**src/design/scuf_map.vh**
```
`ifndef SCUF_MAP_VH
`define SCUF_MAP_VH

// Register indices; the byte address is four times the index.
`define SCUF_IDX_STATUS      6'h0e
`define SCUF_IDX_CONFIG      6'h0f

// Reset values.
`define SCUF_STATUS_RESET    8'h00
`define SCUF_CONFIG_RESET    7'h00

// Status register bit positions.
`define SCUF_ST_TO3          7
`define SCUF_ST_TO2          6
`define SCUF_ST_TO1          5
`define SCUF_ST_EA           4
`define SCUF_ST_PE           3
`define SCUF_ST_OVR          2
`define SCUF_ST_FER          1
`define SCUF_ST_BUF          0

// Configuration register bit positions.
`define SCUF_CFG_DIR_TX      0
`define SCUF_CFG_PROTO_T1    1
`define SCUF_CFG_LCT         2
`define SCUF_CFG_BUF_MASK    3
`define SCUF_CFG_PEC_LO      4
`define SCUF_CFG_PEC_HI      6

// Timing.
`define SCUF_CLK_PERIOD_NS   100
`define SCUF_READ_CLEAR_NS   2000
`define SCUF_READ_CLEAR_CYC  5'd20
`define SCUF_BUF_CLEAR_CYC   3
`define SCUF_EA_IGNORE_CLKS  9'd200
`define SCUF_EA_MAX_CLKS     9'd368

`endif

```
**src/design/scuf_sync2.v**
```verilog
`timescale 1ns/1ps
`default_nettype none

module scuf_sync2 #(
  parameter W = 1
) (
  input  wire         clk,
  input  wire         resetn,
  input  wire [W-1:0] din,
  output wire [W-1:0] dout
);

  reg [W-1:0] meta_q;
  reg [W-1:0] sync_q;

  // Two flops bring pin levels into the clock domain.
  always @(posedge clk or negedge resetn) begin
    if (!resetn) begin
      meta_q <= {W{1'b0}};
      sync_q <= {W{1'b0}};
    end else begin
      meta_q <= din;
      sync_q <= meta_q;
    end
  end

  assign dout = sync_q;

endmodule // scuf_sync2

`default_nettype wire

```
**src/design/scuf_top.v**
```verilog
// Added by the designer: the APB register port.
`timescale 1ns/1ps
`default_nettype none
`include "scuf_map.vh"

module scuf_top (
  input  wire        CLK,
  input  wire        RESETN,
  input  wire        PSEL,
  input  wire        PENABLE,
  input  wire        PWRITE,
  input  wire [7:0]  PADDR,
  input  wire [31:0] PWDATA,
  output reg  [31:0] PRDATA,
  output reg         PREADY,
  output reg         PSLVERR,
  input  wire        IO_IN,
  input  wire        CARD_RST,
  input  wire        CARD_CLK,
  input  wire [2:0]  TIMEOUT_TC,
  input  wire        RX_PARITY_POINT,
  input  wire        RX_PARITY_BAD,
  input  wire        TX_PARITY_POINT,
  input  wire        TX_NAK,
  input  wire        FRAME_POINT,
  input  wire        FIFO_FULL,
  input  wire        TX_LOAD_OK,
  input  wire        TX_HOLD_WR,
  input  wire        RX_HOLD_RD,
  input  wire        AUTO_RX_SWITCH,
  output reg         IRQ_LINE_N,
  output reg         RX_STORE,
  output reg         DIR_TX,
  output reg         LAST_CHAR_MODE
);

  localparam [4:0] RCLR_LOAD = `SCUF_READ_CLEAR_CYC - 5'd1;

  // Synchronised pin levels.
  wire [2:0] pin_sync;
  wire       io_s;
  wire       rst_s;
  wire       cclk_s;

  scuf_sync2 #(
    .W (3)
  ) u_sync (
    .clk    (CLK),
    .resetn (RESETN),
    .din    ({CARD_CLK, CARD_RST, ~IO_IN}),
    .dout   (pin_sync)
  );

  // The I/O level travels inverted so that the synchroniser's reset value matches a released line.
  assign io_s   = ~pin_sync[0];
  assign rst_s  = pin_sync[1];
  assign cclk_s = pin_sync[2];

  reg  [7:0] status_q;
  reg  [7:0] status_d;
  reg  [6:0] cfg_q;
  reg  [6:0] cfg_d;
  reg  [6:0] rd_mask_q;
  reg  [6:0] rd_mask_d;
  reg  [4:0] rclr_cnt_q;
  reg  [4:0] rclr_cnt_d;
  reg        rclr_pend_q;
  reg        rclr_pend_d;
  reg  [`SCUF_BUF_CLEAR_CYC-1:0] buf_pipe_q;
  reg        fifo_full_prev_q;
  reg  [2:0] pe_cnt_q;
  reg  [2:0] pe_cnt_d;
  reg        io_prev_q;
  reg        rst_prev_q;
  reg        cclk_prev_q;
  reg  [8:0] cclk_cnt_q;
  reg  [8:0] cclk_cnt_d;
  reg        start_seen_q;
  reg        start_seen_d;
  reg  [7:0] set_v;
  reg  [7:0] clr_v;
  reg        ea_set;

  wire       acc_done;
  wire       hit_status;
  wire       hit_config;
  wire       pready_d;
  wire       io_fall;
  wire       rst_toggle;
  wire       cclk_rise;
  wire       t1_mode;
  wire [2:0] pec;
  wire       rx_bad_t0;
  wire       tx_nak_t0;
  wire       pe_limit;
  wire       irq_d;

  // Register bus decode.
  assign hit_status = (PADDR[7:2] == `SCUF_IDX_STATUS);
  assign hit_config = (PADDR[7:2] == `SCUF_IDX_CONFIG);
  assign pready_d   = PSEL & PENABLE & ~PREADY;
  assign acc_done   = PSEL & PENABLE & PREADY;

  always @(posedge CLK or negedge RESETN) begin
    if (!RESETN) begin
      PREADY  <= 1'b0;
      PSLVERR <= 1'b0;
      PRDATA  <= 32'h0000_0000;
    end else begin
      PREADY  <= pready_d;
      PSLVERR <= pready_d & ~hit_status & ~hit_config;
      if (pready_d & ~PWRITE & hit_status) begin
        PRDATA <= {24'h00_0000, status_q};
      end else if (pready_d & ~PWRITE & hit_config) begin
        PRDATA <= {25'h000_0000, cfg_q};
      end else begin
        PRDATA <= 32'h0000_0000;
      end
    end
  end

  // Configuration; a completed write wins over the automatic direction clear.
  always @* begin
    cfg_d = cfg_q;
    if (AUTO_RX_SWITCH) begin
      cfg_d[`SCUF_CFG_DIR_TX] = 1'b0;
    end
    if (acc_done & PWRITE & hit_config) begin
      cfg_d = PWDATA[6:0];
    end
  end

  assign t1_mode = cfg_q[`SCUF_CFG_PROTO_T1];
  assign pec     = cfg_q[`SCUF_CFG_PEC_HI:`SCUF_CFG_PEC_LO];

  // Delayed clear of the flags other than the buffer flag that a status read returned.
  always @* begin
    rd_mask_d   = rd_mask_q;
    rclr_cnt_d  = rclr_cnt_q;
    rclr_pend_d = rclr_pend_q;
    if (rclr_pend_q && rclr_cnt_q == 5'h00) begin
      rclr_pend_d = 1'b0;
      rd_mask_d   = 7'h00;
    end else if (rclr_pend_q) begin
      rclr_cnt_d = rclr_cnt_q - 5'h01;
    end
    if (acc_done & ~PWRITE & hit_status) begin
      rd_mask_d   = (rclr_pend_q && rclr_cnt_q != 5'h00) ? (rd_mask_q | PRDATA[7:1]) : PRDATA[7:1];
      rclr_cnt_d  = RCLR_LOAD;
      rclr_pend_d = 1'b1;
    end
  end

  // Parity error counting.
  assign rx_bad_t0 = RX_PARITY_POINT & RX_PARITY_BAD & ~t1_mode;
  assign tx_nak_t0 = TX_PARITY_POINT & TX_NAK & ~t1_mode;
  assign pe_limit  = (pe_cnt_q == pec);

  always @* begin
    pe_cnt_d = pe_cnt_q;
    if (t1_mode) begin
      pe_cnt_d = 3'h0;
    end else if (rx_bad_t0 | tx_nak_t0) begin
      pe_cnt_d = pe_limit ? 3'h0 : pe_cnt_q + 3'h1;
    end else if ((RX_PARITY_POINT & ~RX_PARITY_BAD) | (TX_PARITY_POINT & ~TX_NAK)) begin
      pe_cnt_d = 3'h0;
    end
  end

  // Early-answer watch on card clocks since the last reset toggle.
  assign io_fall    = io_prev_q & ~io_s;
  assign rst_toggle = rst_prev_q ^ rst_s;
  assign cclk_rise  = ~cclk_prev_q & cclk_s;

  always @* begin
    cclk_cnt_d   = cclk_cnt_q;
    start_seen_d = start_seen_q;
    ea_set       = 1'b0;
    if (cclk_rise && cclk_cnt_q < `SCUF_EA_MAX_CLKS) begin
      cclk_cnt_d = cclk_cnt_q + 9'h001;
    end
    if (io_fall && !start_seen_q) begin
      if (rst_s) begin
        start_seen_d = 1'b1;
        ea_set       = (cclk_cnt_q < `SCUF_EA_MAX_CLKS);
      end else if (cclk_cnt_q >= `SCUF_EA_IGNORE_CLKS) begin
        start_seen_d = 1'b1;
        ea_set       = (cclk_cnt_q < `SCUF_EA_MAX_CLKS);
      end
    end
    if (rst_toggle) begin
      cclk_cnt_d   = 9'h000;
      start_seen_d = 1'b0;
    end
  end

  // Flag set and clear terms; a set wins over a clear in the same cycle.
  always @* begin
    set_v = 8'h00;
    clr_v = 8'h00;
    set_v[`SCUF_ST_TO1] = TIMEOUT_TC[0];
    set_v[`SCUF_ST_TO2] = TIMEOUT_TC[1];
    set_v[`SCUF_ST_TO3] = TIMEOUT_TC[2];
    set_v[`SCUF_ST_EA]  = ea_set;
    set_v[`SCUF_ST_PE]  = ((rx_bad_t0 | tx_nak_t0) & pe_limit)
                        | (t1_mode & RX_PARITY_POINT & RX_PARITY_BAD)
                        | (t1_mode & TX_PARITY_POINT & TX_NAK);
    set_v[`SCUF_ST_OVR] = RX_PARITY_POINT & FIFO_FULL;
    set_v[`SCUF_ST_FER] = FRAME_POINT & ~io_s;
    if (cfg_q[`SCUF_CFG_DIR_TX]) begin
      set_v[`SCUF_ST_BUF] = TX_LOAD_OK & ~cfg_q[`SCUF_CFG_LCT];
    end else begin
      set_v[`SCUF_ST_BUF] = FIFO_FULL & ~fifo_full_prev_q;
    end
    if (rclr_pend_q && rclr_cnt_q == 5'h00) begin
      clr_v[7:1] = rd_mask_q;
    end
    clr_v[`SCUF_ST_BUF] = buf_pipe_q[`SCUF_BUF_CLEAR_CYC-1]
                        | (cfg_q[`SCUF_CFG_DIR_TX] & ~cfg_d[`SCUF_CFG_DIR_TX]);
    status_d = (status_q & ~clr_v) | set_v;
  end

  assign irq_d = (|status_d[7:1])
               | (status_d[`SCUF_ST_BUF] & ~cfg_d[`SCUF_CFG_BUF_MASK]);

  always @(posedge CLK or negedge RESETN) begin
    if (!RESETN) begin
      status_q         <= `SCUF_STATUS_RESET;
      cfg_q            <= `SCUF_CONFIG_RESET;
      rd_mask_q        <= 7'h00;
      rclr_cnt_q       <= 5'h00;
      rclr_pend_q      <= 1'b0;
      buf_pipe_q       <= {`SCUF_BUF_CLEAR_CYC{1'b0}};
      fifo_full_prev_q <= 1'b0;
      pe_cnt_q         <= 3'h0;
      io_prev_q        <= 1'b1;
      rst_prev_q       <= 1'b0;
      cclk_prev_q      <= 1'b0;
      cclk_cnt_q       <= 9'h000;
      start_seen_q     <= 1'b0;
      IRQ_LINE_N       <= 1'b1;
      RX_STORE         <= 1'b0;
      DIR_TX           <= 1'b0;
      LAST_CHAR_MODE   <= 1'b0;
    end else begin
      status_q         <= status_d;
      cfg_q            <= cfg_d;
      rd_mask_q        <= rd_mask_d;
      rclr_cnt_q       <= rclr_cnt_d;
      rclr_pend_q      <= rclr_pend_d;
      buf_pipe_q       <= {buf_pipe_q[`SCUF_BUF_CLEAR_CYC-2:0], TX_HOLD_WR | RX_HOLD_RD};
      fifo_full_prev_q <= FIFO_FULL;
      pe_cnt_q         <= pe_cnt_d;
      io_prev_q        <= io_s;
      rst_prev_q       <= rst_s;
      cclk_prev_q      <= cclk_s;
      cclk_cnt_q       <= cclk_cnt_d;
      start_seen_q     <= start_seen_d;
      IRQ_LINE_N       <= ~irq_d;
      RX_STORE         <= RX_PARITY_POINT & (t1_mode | ~RX_PARITY_BAD);
      DIR_TX           <= cfg_d[`SCUF_CFG_DIR_TX];
      LAST_CHAR_MODE   <= cfg_d[`SCUF_CFG_LCT];
    end
  end

endmodule // scuf_top

`default_nettype wire

```
**config.mk**
```make
export PLATFORM = sky130hd
export DESIGN_NAME = scuf_top
export DESIGN_NICKNAME = d
export VERILOG_FILES = /design/src/design/scuf_sync2.v /design/src/design/scuf_top.v
export VERILOG_INCLUDE_DIRS = /design/src /design/src/design
export SDC_FILE = /design/constraint.sdc
export NUM_CORES = 1
export LEC_CHECK = 0
export BUFFER_PORTS_ARGS = -buffer_cell sky130_fd_sc_hd__buf_2
export CAP_MARGIN = 5
export CORE_MARGIN = 5
export CORE_UTILIZATION = 50
export CTS_CLUSTER_DIAMETER = 50
export DETAILED_ROUTE_END_ITERATION = 6
export PLACE_DENSITY_LB_ADDON = 0.15
export SYNTH_ARGS = -nofsm -noshare
export SYNTH_HDL_FRONTEND = slang
export SYNTH_HIERARCHICAL = 1
export SYNTH_SLANG_ARGS = --single-unit
```
**constraint.sdc**
```tcl
create_clock -name CLK -period 3 [get_ports CLK]
set_clock_uncertainty 0.15 [all_clocks]
set_input_delay 0.45 -clock CLK [delete_from_list [all_inputs] [get_ports CLK]]
set_output_delay 0.45 -clock CLK [all_outputs]
set_load 0.03 [all_outputs]
```
**After elaboration in Yosys (flattened, before gate mapping)**

Cells that the tools add are included.

- Output and inout bits: 38
- Input bits: 61
- Word-level logic and storage cells: 135
- Register bits: 92

- Bitwise gates (word level): 60
- Order comparisons: 2
- Equal/unequal tests: 4
- Multiplexer cells: 27
- Reduce and logical (&&, ||, !) cells: 16
- Add/subtract/negate cells: 3

Operator list:

| kind | count |
|---|---|
| $mux 7 | 5 |
| $and 1x1->1 | 32 |
| $mux 32 | 1 |
| $mux 9 | 2 |
| $mux 5 | 3 |
| $not 1->1 | 15 |
| $eq 6x4->1 const B | 2 |
| $mux 3 | 4 |
| $mux 1 | 11 |
| $add 9x1->9 const B | 1 |
| $ge 9x8->1 const B | 1 |
| $lt 9x9->1 const B | 1 |
| $and 8x8->8 | 1 |
| $not 8->8 | 1 |
| $or 1x1->1 | 8 |
| $or 8x8->8 | 1 |
| $reduce_bool 2->1 | 4 |
| $or 7x7->7 | 1 |
| $reduce_or 7->1 | 1 |
| $reduce_bool 3->1 | 2 |
| $logic_not 5->1 | 1 |
| $reduce_bool 5->1 | 1 |
| $sub 5x1->5 const B | 1 |
| $logic_and 1x1->1 | 4 |
| other kinds (7) | 8 |

**Logic depth before layout (Yosys ltp)**

- Word-level depth: 14
- Depth in mapped cells: 8
- Mapped depth without buffers: 7

**Cells and area by module**

Netlist, hierarchy kept.

Modules (own cells, without submodules):

| module | area an instance (sq um) | cells an instance | sequential area each (sq um) | times used |
|---|---|---|---|---|
| scuf_top | 2836.5 | 262 | 1503.9 | 1 |
| scuf_sync2 | 150.1 | 6 | 150.1 | 1 |

**Worst setup path before layout**

Ideal clock, no wire load.

- Path kind: register to register
- Start: register rclr_cnt_q[0]
- End: register IRQ_LINE_N
- Required time: 2.787 ns
- Library setup time: 0.063 ns
- Clock period less this slack: 2.111 ns
- Data arrival time: 1.897 ns
- Stages on the path, launching flop included: 9
- Path slack: 0.889 ns
- Path buffers: 1
- Cell sequence: dfrtp_1 > inv_1 > ha_1 > or4b_1 > buf_2 > nor2_4 > nand2_1 > a2111oi_2 > and4b_1

- Word-level cells in the longest chain between the ends: 9

RTL lines:

| what | RTL line | source |
|---|---|---|
| from (decl) | scuf_top.v:65 | `reg [4:0] rclr_cnt_q;` |
| from (signal assigned) | scuf_top.v:249 | `rclr_cnt_q <= rclr_cnt_d;` |
| $logic_not 5->1 | scuf_top.v:215 | `if (rclr_pend_q && rclr_cnt_q == 5'h00) begin` |
| $logic_and 1x1->1 | scuf_top.v:215 |  |
| $mux 7 | scuf_top.v:215 |  |
| $not 8->8 | scuf_top.v:220 | `status_d = (status_q & ~clr_v) \| set_v;` |
| $and 8x8->8 | scuf_top.v:220 |  |
| $or 8x8->8 | scuf_top.v:220 |  |
| $reduce_or 7->1 | scuf_top.v:223 | `assign irq_d = (\|status_d[7:1])` |
| $or 1x1->1 | scuf_top.v:223 |  |
| $not 1->1 | scuf_top.v:259 | `IRQ_LINE_N <= ~irq_d;` |
| to (signal assigned) | scuf_top.v:259 |  |
| to (decl) | scuf_top.v:31 | `output reg IRQ_LINE_N,` |

No other way between the ends.
A chain may end at the register's enable or synchronous reset.

**Worst setup path in the final report**

Same ends and word-level chain as after synthesis.

==> impl_metrics.json <==
{
  "violations": "hold timing",
  "synth_flop_cell": "dfrtp_1",
  "die_y_um": 87.3,
  "drtIter0Drc": 102,
  "netlist_instances": 268,
  "period_minus_slack_ns": 2.40,
  "timing.final.crit_share_pct": 80.0,
  "clkSinkCount": 66,
  "whs_ns": -0.00460,
  "ant_nets": 0,
  "finalMaxSlewViolations": 0,
  "area_growth_syn_to_layout_pct": 15.5,
  "wl_mm": 5.89,
  "final_nets": 391,
  "max_freq_ghz": 0.417,
  "status": "finished with violations",
  "path_cells": "inv_1 -> ha_1 -> or4b_1 -> nor2_4 -> nand2_1 -> a2111oi_2 -> and4b_1",
  "synth_top_family_by_area": "simple AND/OR/NAND/NOR gates",
  "maxCapViolations": 0,
  "async_flop_share_pct": 100,
  "avgViaCountPerCell": 5.20,
  "ys_warn_count": 6,
  "drc_errors": 0,
  "antenna_cells": 0,
  "die_width_um": 87.3,
  "clock_path_buffers": 2,
  "clock-root-buffer": "clkbuf_8",
  "num_vias": 2100,
  "fin_total_pwr_uw": 2060,
  "final_common_cell": "dfrtp_1",
  "syn-cell-area_sq_mm": 0.00299,
  "synthMuxAreaShare_pct": 4.52,
  "rsz0062_at_grt": "false",
  "rows": 28,
  "io_pins": 99,
  "power.density_mw_per_mm2": 596,
  "synthAdderAreaFrac_pct": 2.51,
  "slew_headroom_pct": 54.7,
  "synth_xor_area_share_pct": 3.81,
  "syn_avg_cell_area_sq_um": 11.1,
  "ir_drop_mv": 0.316,
  "synthSimpleGateAreaFrac_pct": 13.9,
  "cp_num_buf_inv": 1,
  "pre_cts_ws_ns": 0.615,
  "layout-drive-gt1-share_pct": 23.4,
  "grt_pass1_vias": 2065,
  "layout_setup_ws_ns": 0.599,
  "cts_buffers": 9,
  "cts_tree": "done",
  "globalplace.congestion": 0.799,
  "layout_common_cells": "64 x dfrtp_1, 47 x buf_2, 24 x conb_1",
  "start_kind": "flop",
  "start_util_pct": 51.0,
  "first_pass_iters": 6,
  "cts_hold_buf": 0,
  "clk_latency_ns": 0.34,
  "slowest_delay_ns": 0.61,
  "clk_pin_slew_worst_paths_ns": 0.07,
  "hpwl_mm": 4.22,
  "finalSetupTns_ns": 0,
  "grt_pass1_wl_mm": 9.89,
  "worst_pin_slew_ns": 0.680,
  "cts_setup_buffers": 0,
  "wl_per_cell_um": 14.6,
  "setup_viol": 0,
  "critical-path-top-delay-family": "simple AND/OR/NAND/NOR gates",
  "ys_types": 53,
  "grt_util_all_layers_pct": 17.0,
  "crit_arrival_ns": 2.52,
  "finalHoldViolCount": 4,
  "synth-edff-count": 0,
  "htreeDepth": 3,
  "die-area_sq_mm": 0.00762,
  "ys_seq_area_share_pct": 55.4,
  "power.leakage_uw": 0.00171,
  "grt.overflow.total": 0,
  "path_max_fanout": 6,
  "synth_seq_cells": 66,
  "crit_required_ns": 3.12,
  "synth_compound_area_share_pct": 11.1,
  "core-area_sq_mm": 0.00585,
  "worst_setup_path_end_kind": "flop",
  "crit_path_top_delay_cell": "or4b_1",
  "critical_path_class": "reg -> reg",
  "hold_class": "in -> async",
  "ctsResizeCount": 0,
  "port-buffer-count": 47,
  "antenna_found_initial": 0,
  "grt_max_degree": 40
}
## cell type report
type	instances	area, sq um
fill	527	2400
sequential	66	1650
multi-input combinational	180	1160
timing repair buffer	50	270
clock buffer	14	173
tap	75	93.8
inverter	17	63.8
clock inverter	2	35.0
## layer usage
metal / vias up / global-route usage [%] / share of wire [%]
met3: 6 / 5.01 / 5.3
li1: 1002 / - / -
met4: 0 / 6.56 / 0.75
met2: 51 / 25.9 / 48
met1: 1041 / 22.7 / 46
met5: - / 0 / 0
## registers in the layout, indices dropped and copies added, names as in the netlist, 5 cells and up
| register | flops |
|---|---|
| PRDATA | 8 |
| cclk_cnt_q | 9 |
| cfg_q | 7 |
| rclr_cnt_q | 5 |
| rd_mask_q | 7 |
| status_q | 8 |
## worst register-to-register path, cell delays in order, from the launching register on
cell	delay (ns)
dfrtp_1	0.38
inv_1	0.11
ha_1	0.15
or4b_1	0.61
nor2_4	0.21
nand2_1	0.11
a2111oi_2	0.35
and4b_1	0.26
## cell usage after synthesis, drive strengths merged (2+ instances only)
master | number | area, sq um
dfrtp | 64 | 1600
buf | 27 | 193
nand2 | 23 | 86.3
nor2 | 22 | 90.1
inv | 17 | 63.8
a22o | 9 | 78.8
mux2i | 9 | 90.1
o21ai | 9 | 52.6
xnor2 | 9 | 78.8
nand3 | 7 | 35.0
a21oi | 6 | 30.0
ha | 6 | 75.1
a21o | 4 | 30.0
a31oi | 4 | 25.0
mux2 | 4 | 45.0
nor3 | 4 | 20.0
xor2 | 4 | 35.0
nor4 | 3 | 31.3
a211oi | 2 | 15.0
a22oi | 2 | 15.0
dfstp | 2 | 52.6
nand2b | 2 | 12.5
nand4 | 2 | 12.5
nand4bb | 2 | 22.5
o21bai | 2 | 15.0
or2 | 2 | 12.5
or3 | 2 | 12.5
or4 | 2 | 15.0
## worst paths after layout
check                                 startpoint          endpoint  slack, ns  cells past startpoint
worst max-delay path               rclr_cnt_q[0]        IRQ_LINE_N       0.60                      7
worst min-delay path                      RESETN     cclk_cnt_q[0]     -0.005                      1
worst max register to register     rclr_cnt_q[0]        IRQ_LINE_N       0.60                      7
worst min register to register  u_sync/meta_q[0]    u_sync/dout[0]       0.20                      0
max in group asynchronous                 RESETN        IRQ_LINE_N       2.02                      2
min in group CLK                        CARD_RST  u_sync/meta_q[1]       0.07                      1
## stage by stage
stage                     instance area, sq um  utilization (%)  cells
after floorplan                           3070                -    291
after global placement                    3240             55.4    388
after detailed placement                  3240             55.4    388
after CTS                                 3450             58.9    404
after global routing                      3450             58.9    404
final                                     3450             58.9    404
## cells by family after synthesis
group | count (synthesis)
AND/OR/NAND/NOR | 79
flip-flops | 66
AO/OA/AOI/OAI | 45
buffers and inverters | 45
XOR/XNOR | 13
multiplexers | 13
adder cells (fa/ha/maj) | 6
other | 1
## power by group
group / switching (uW) / internal [uW]
sequential: 48.2 / 950
clock: 324 / 452
combinational: 184 / 98.2
total: 556 / 1500
Note: power is estimated with default switching activity, not from simulation.
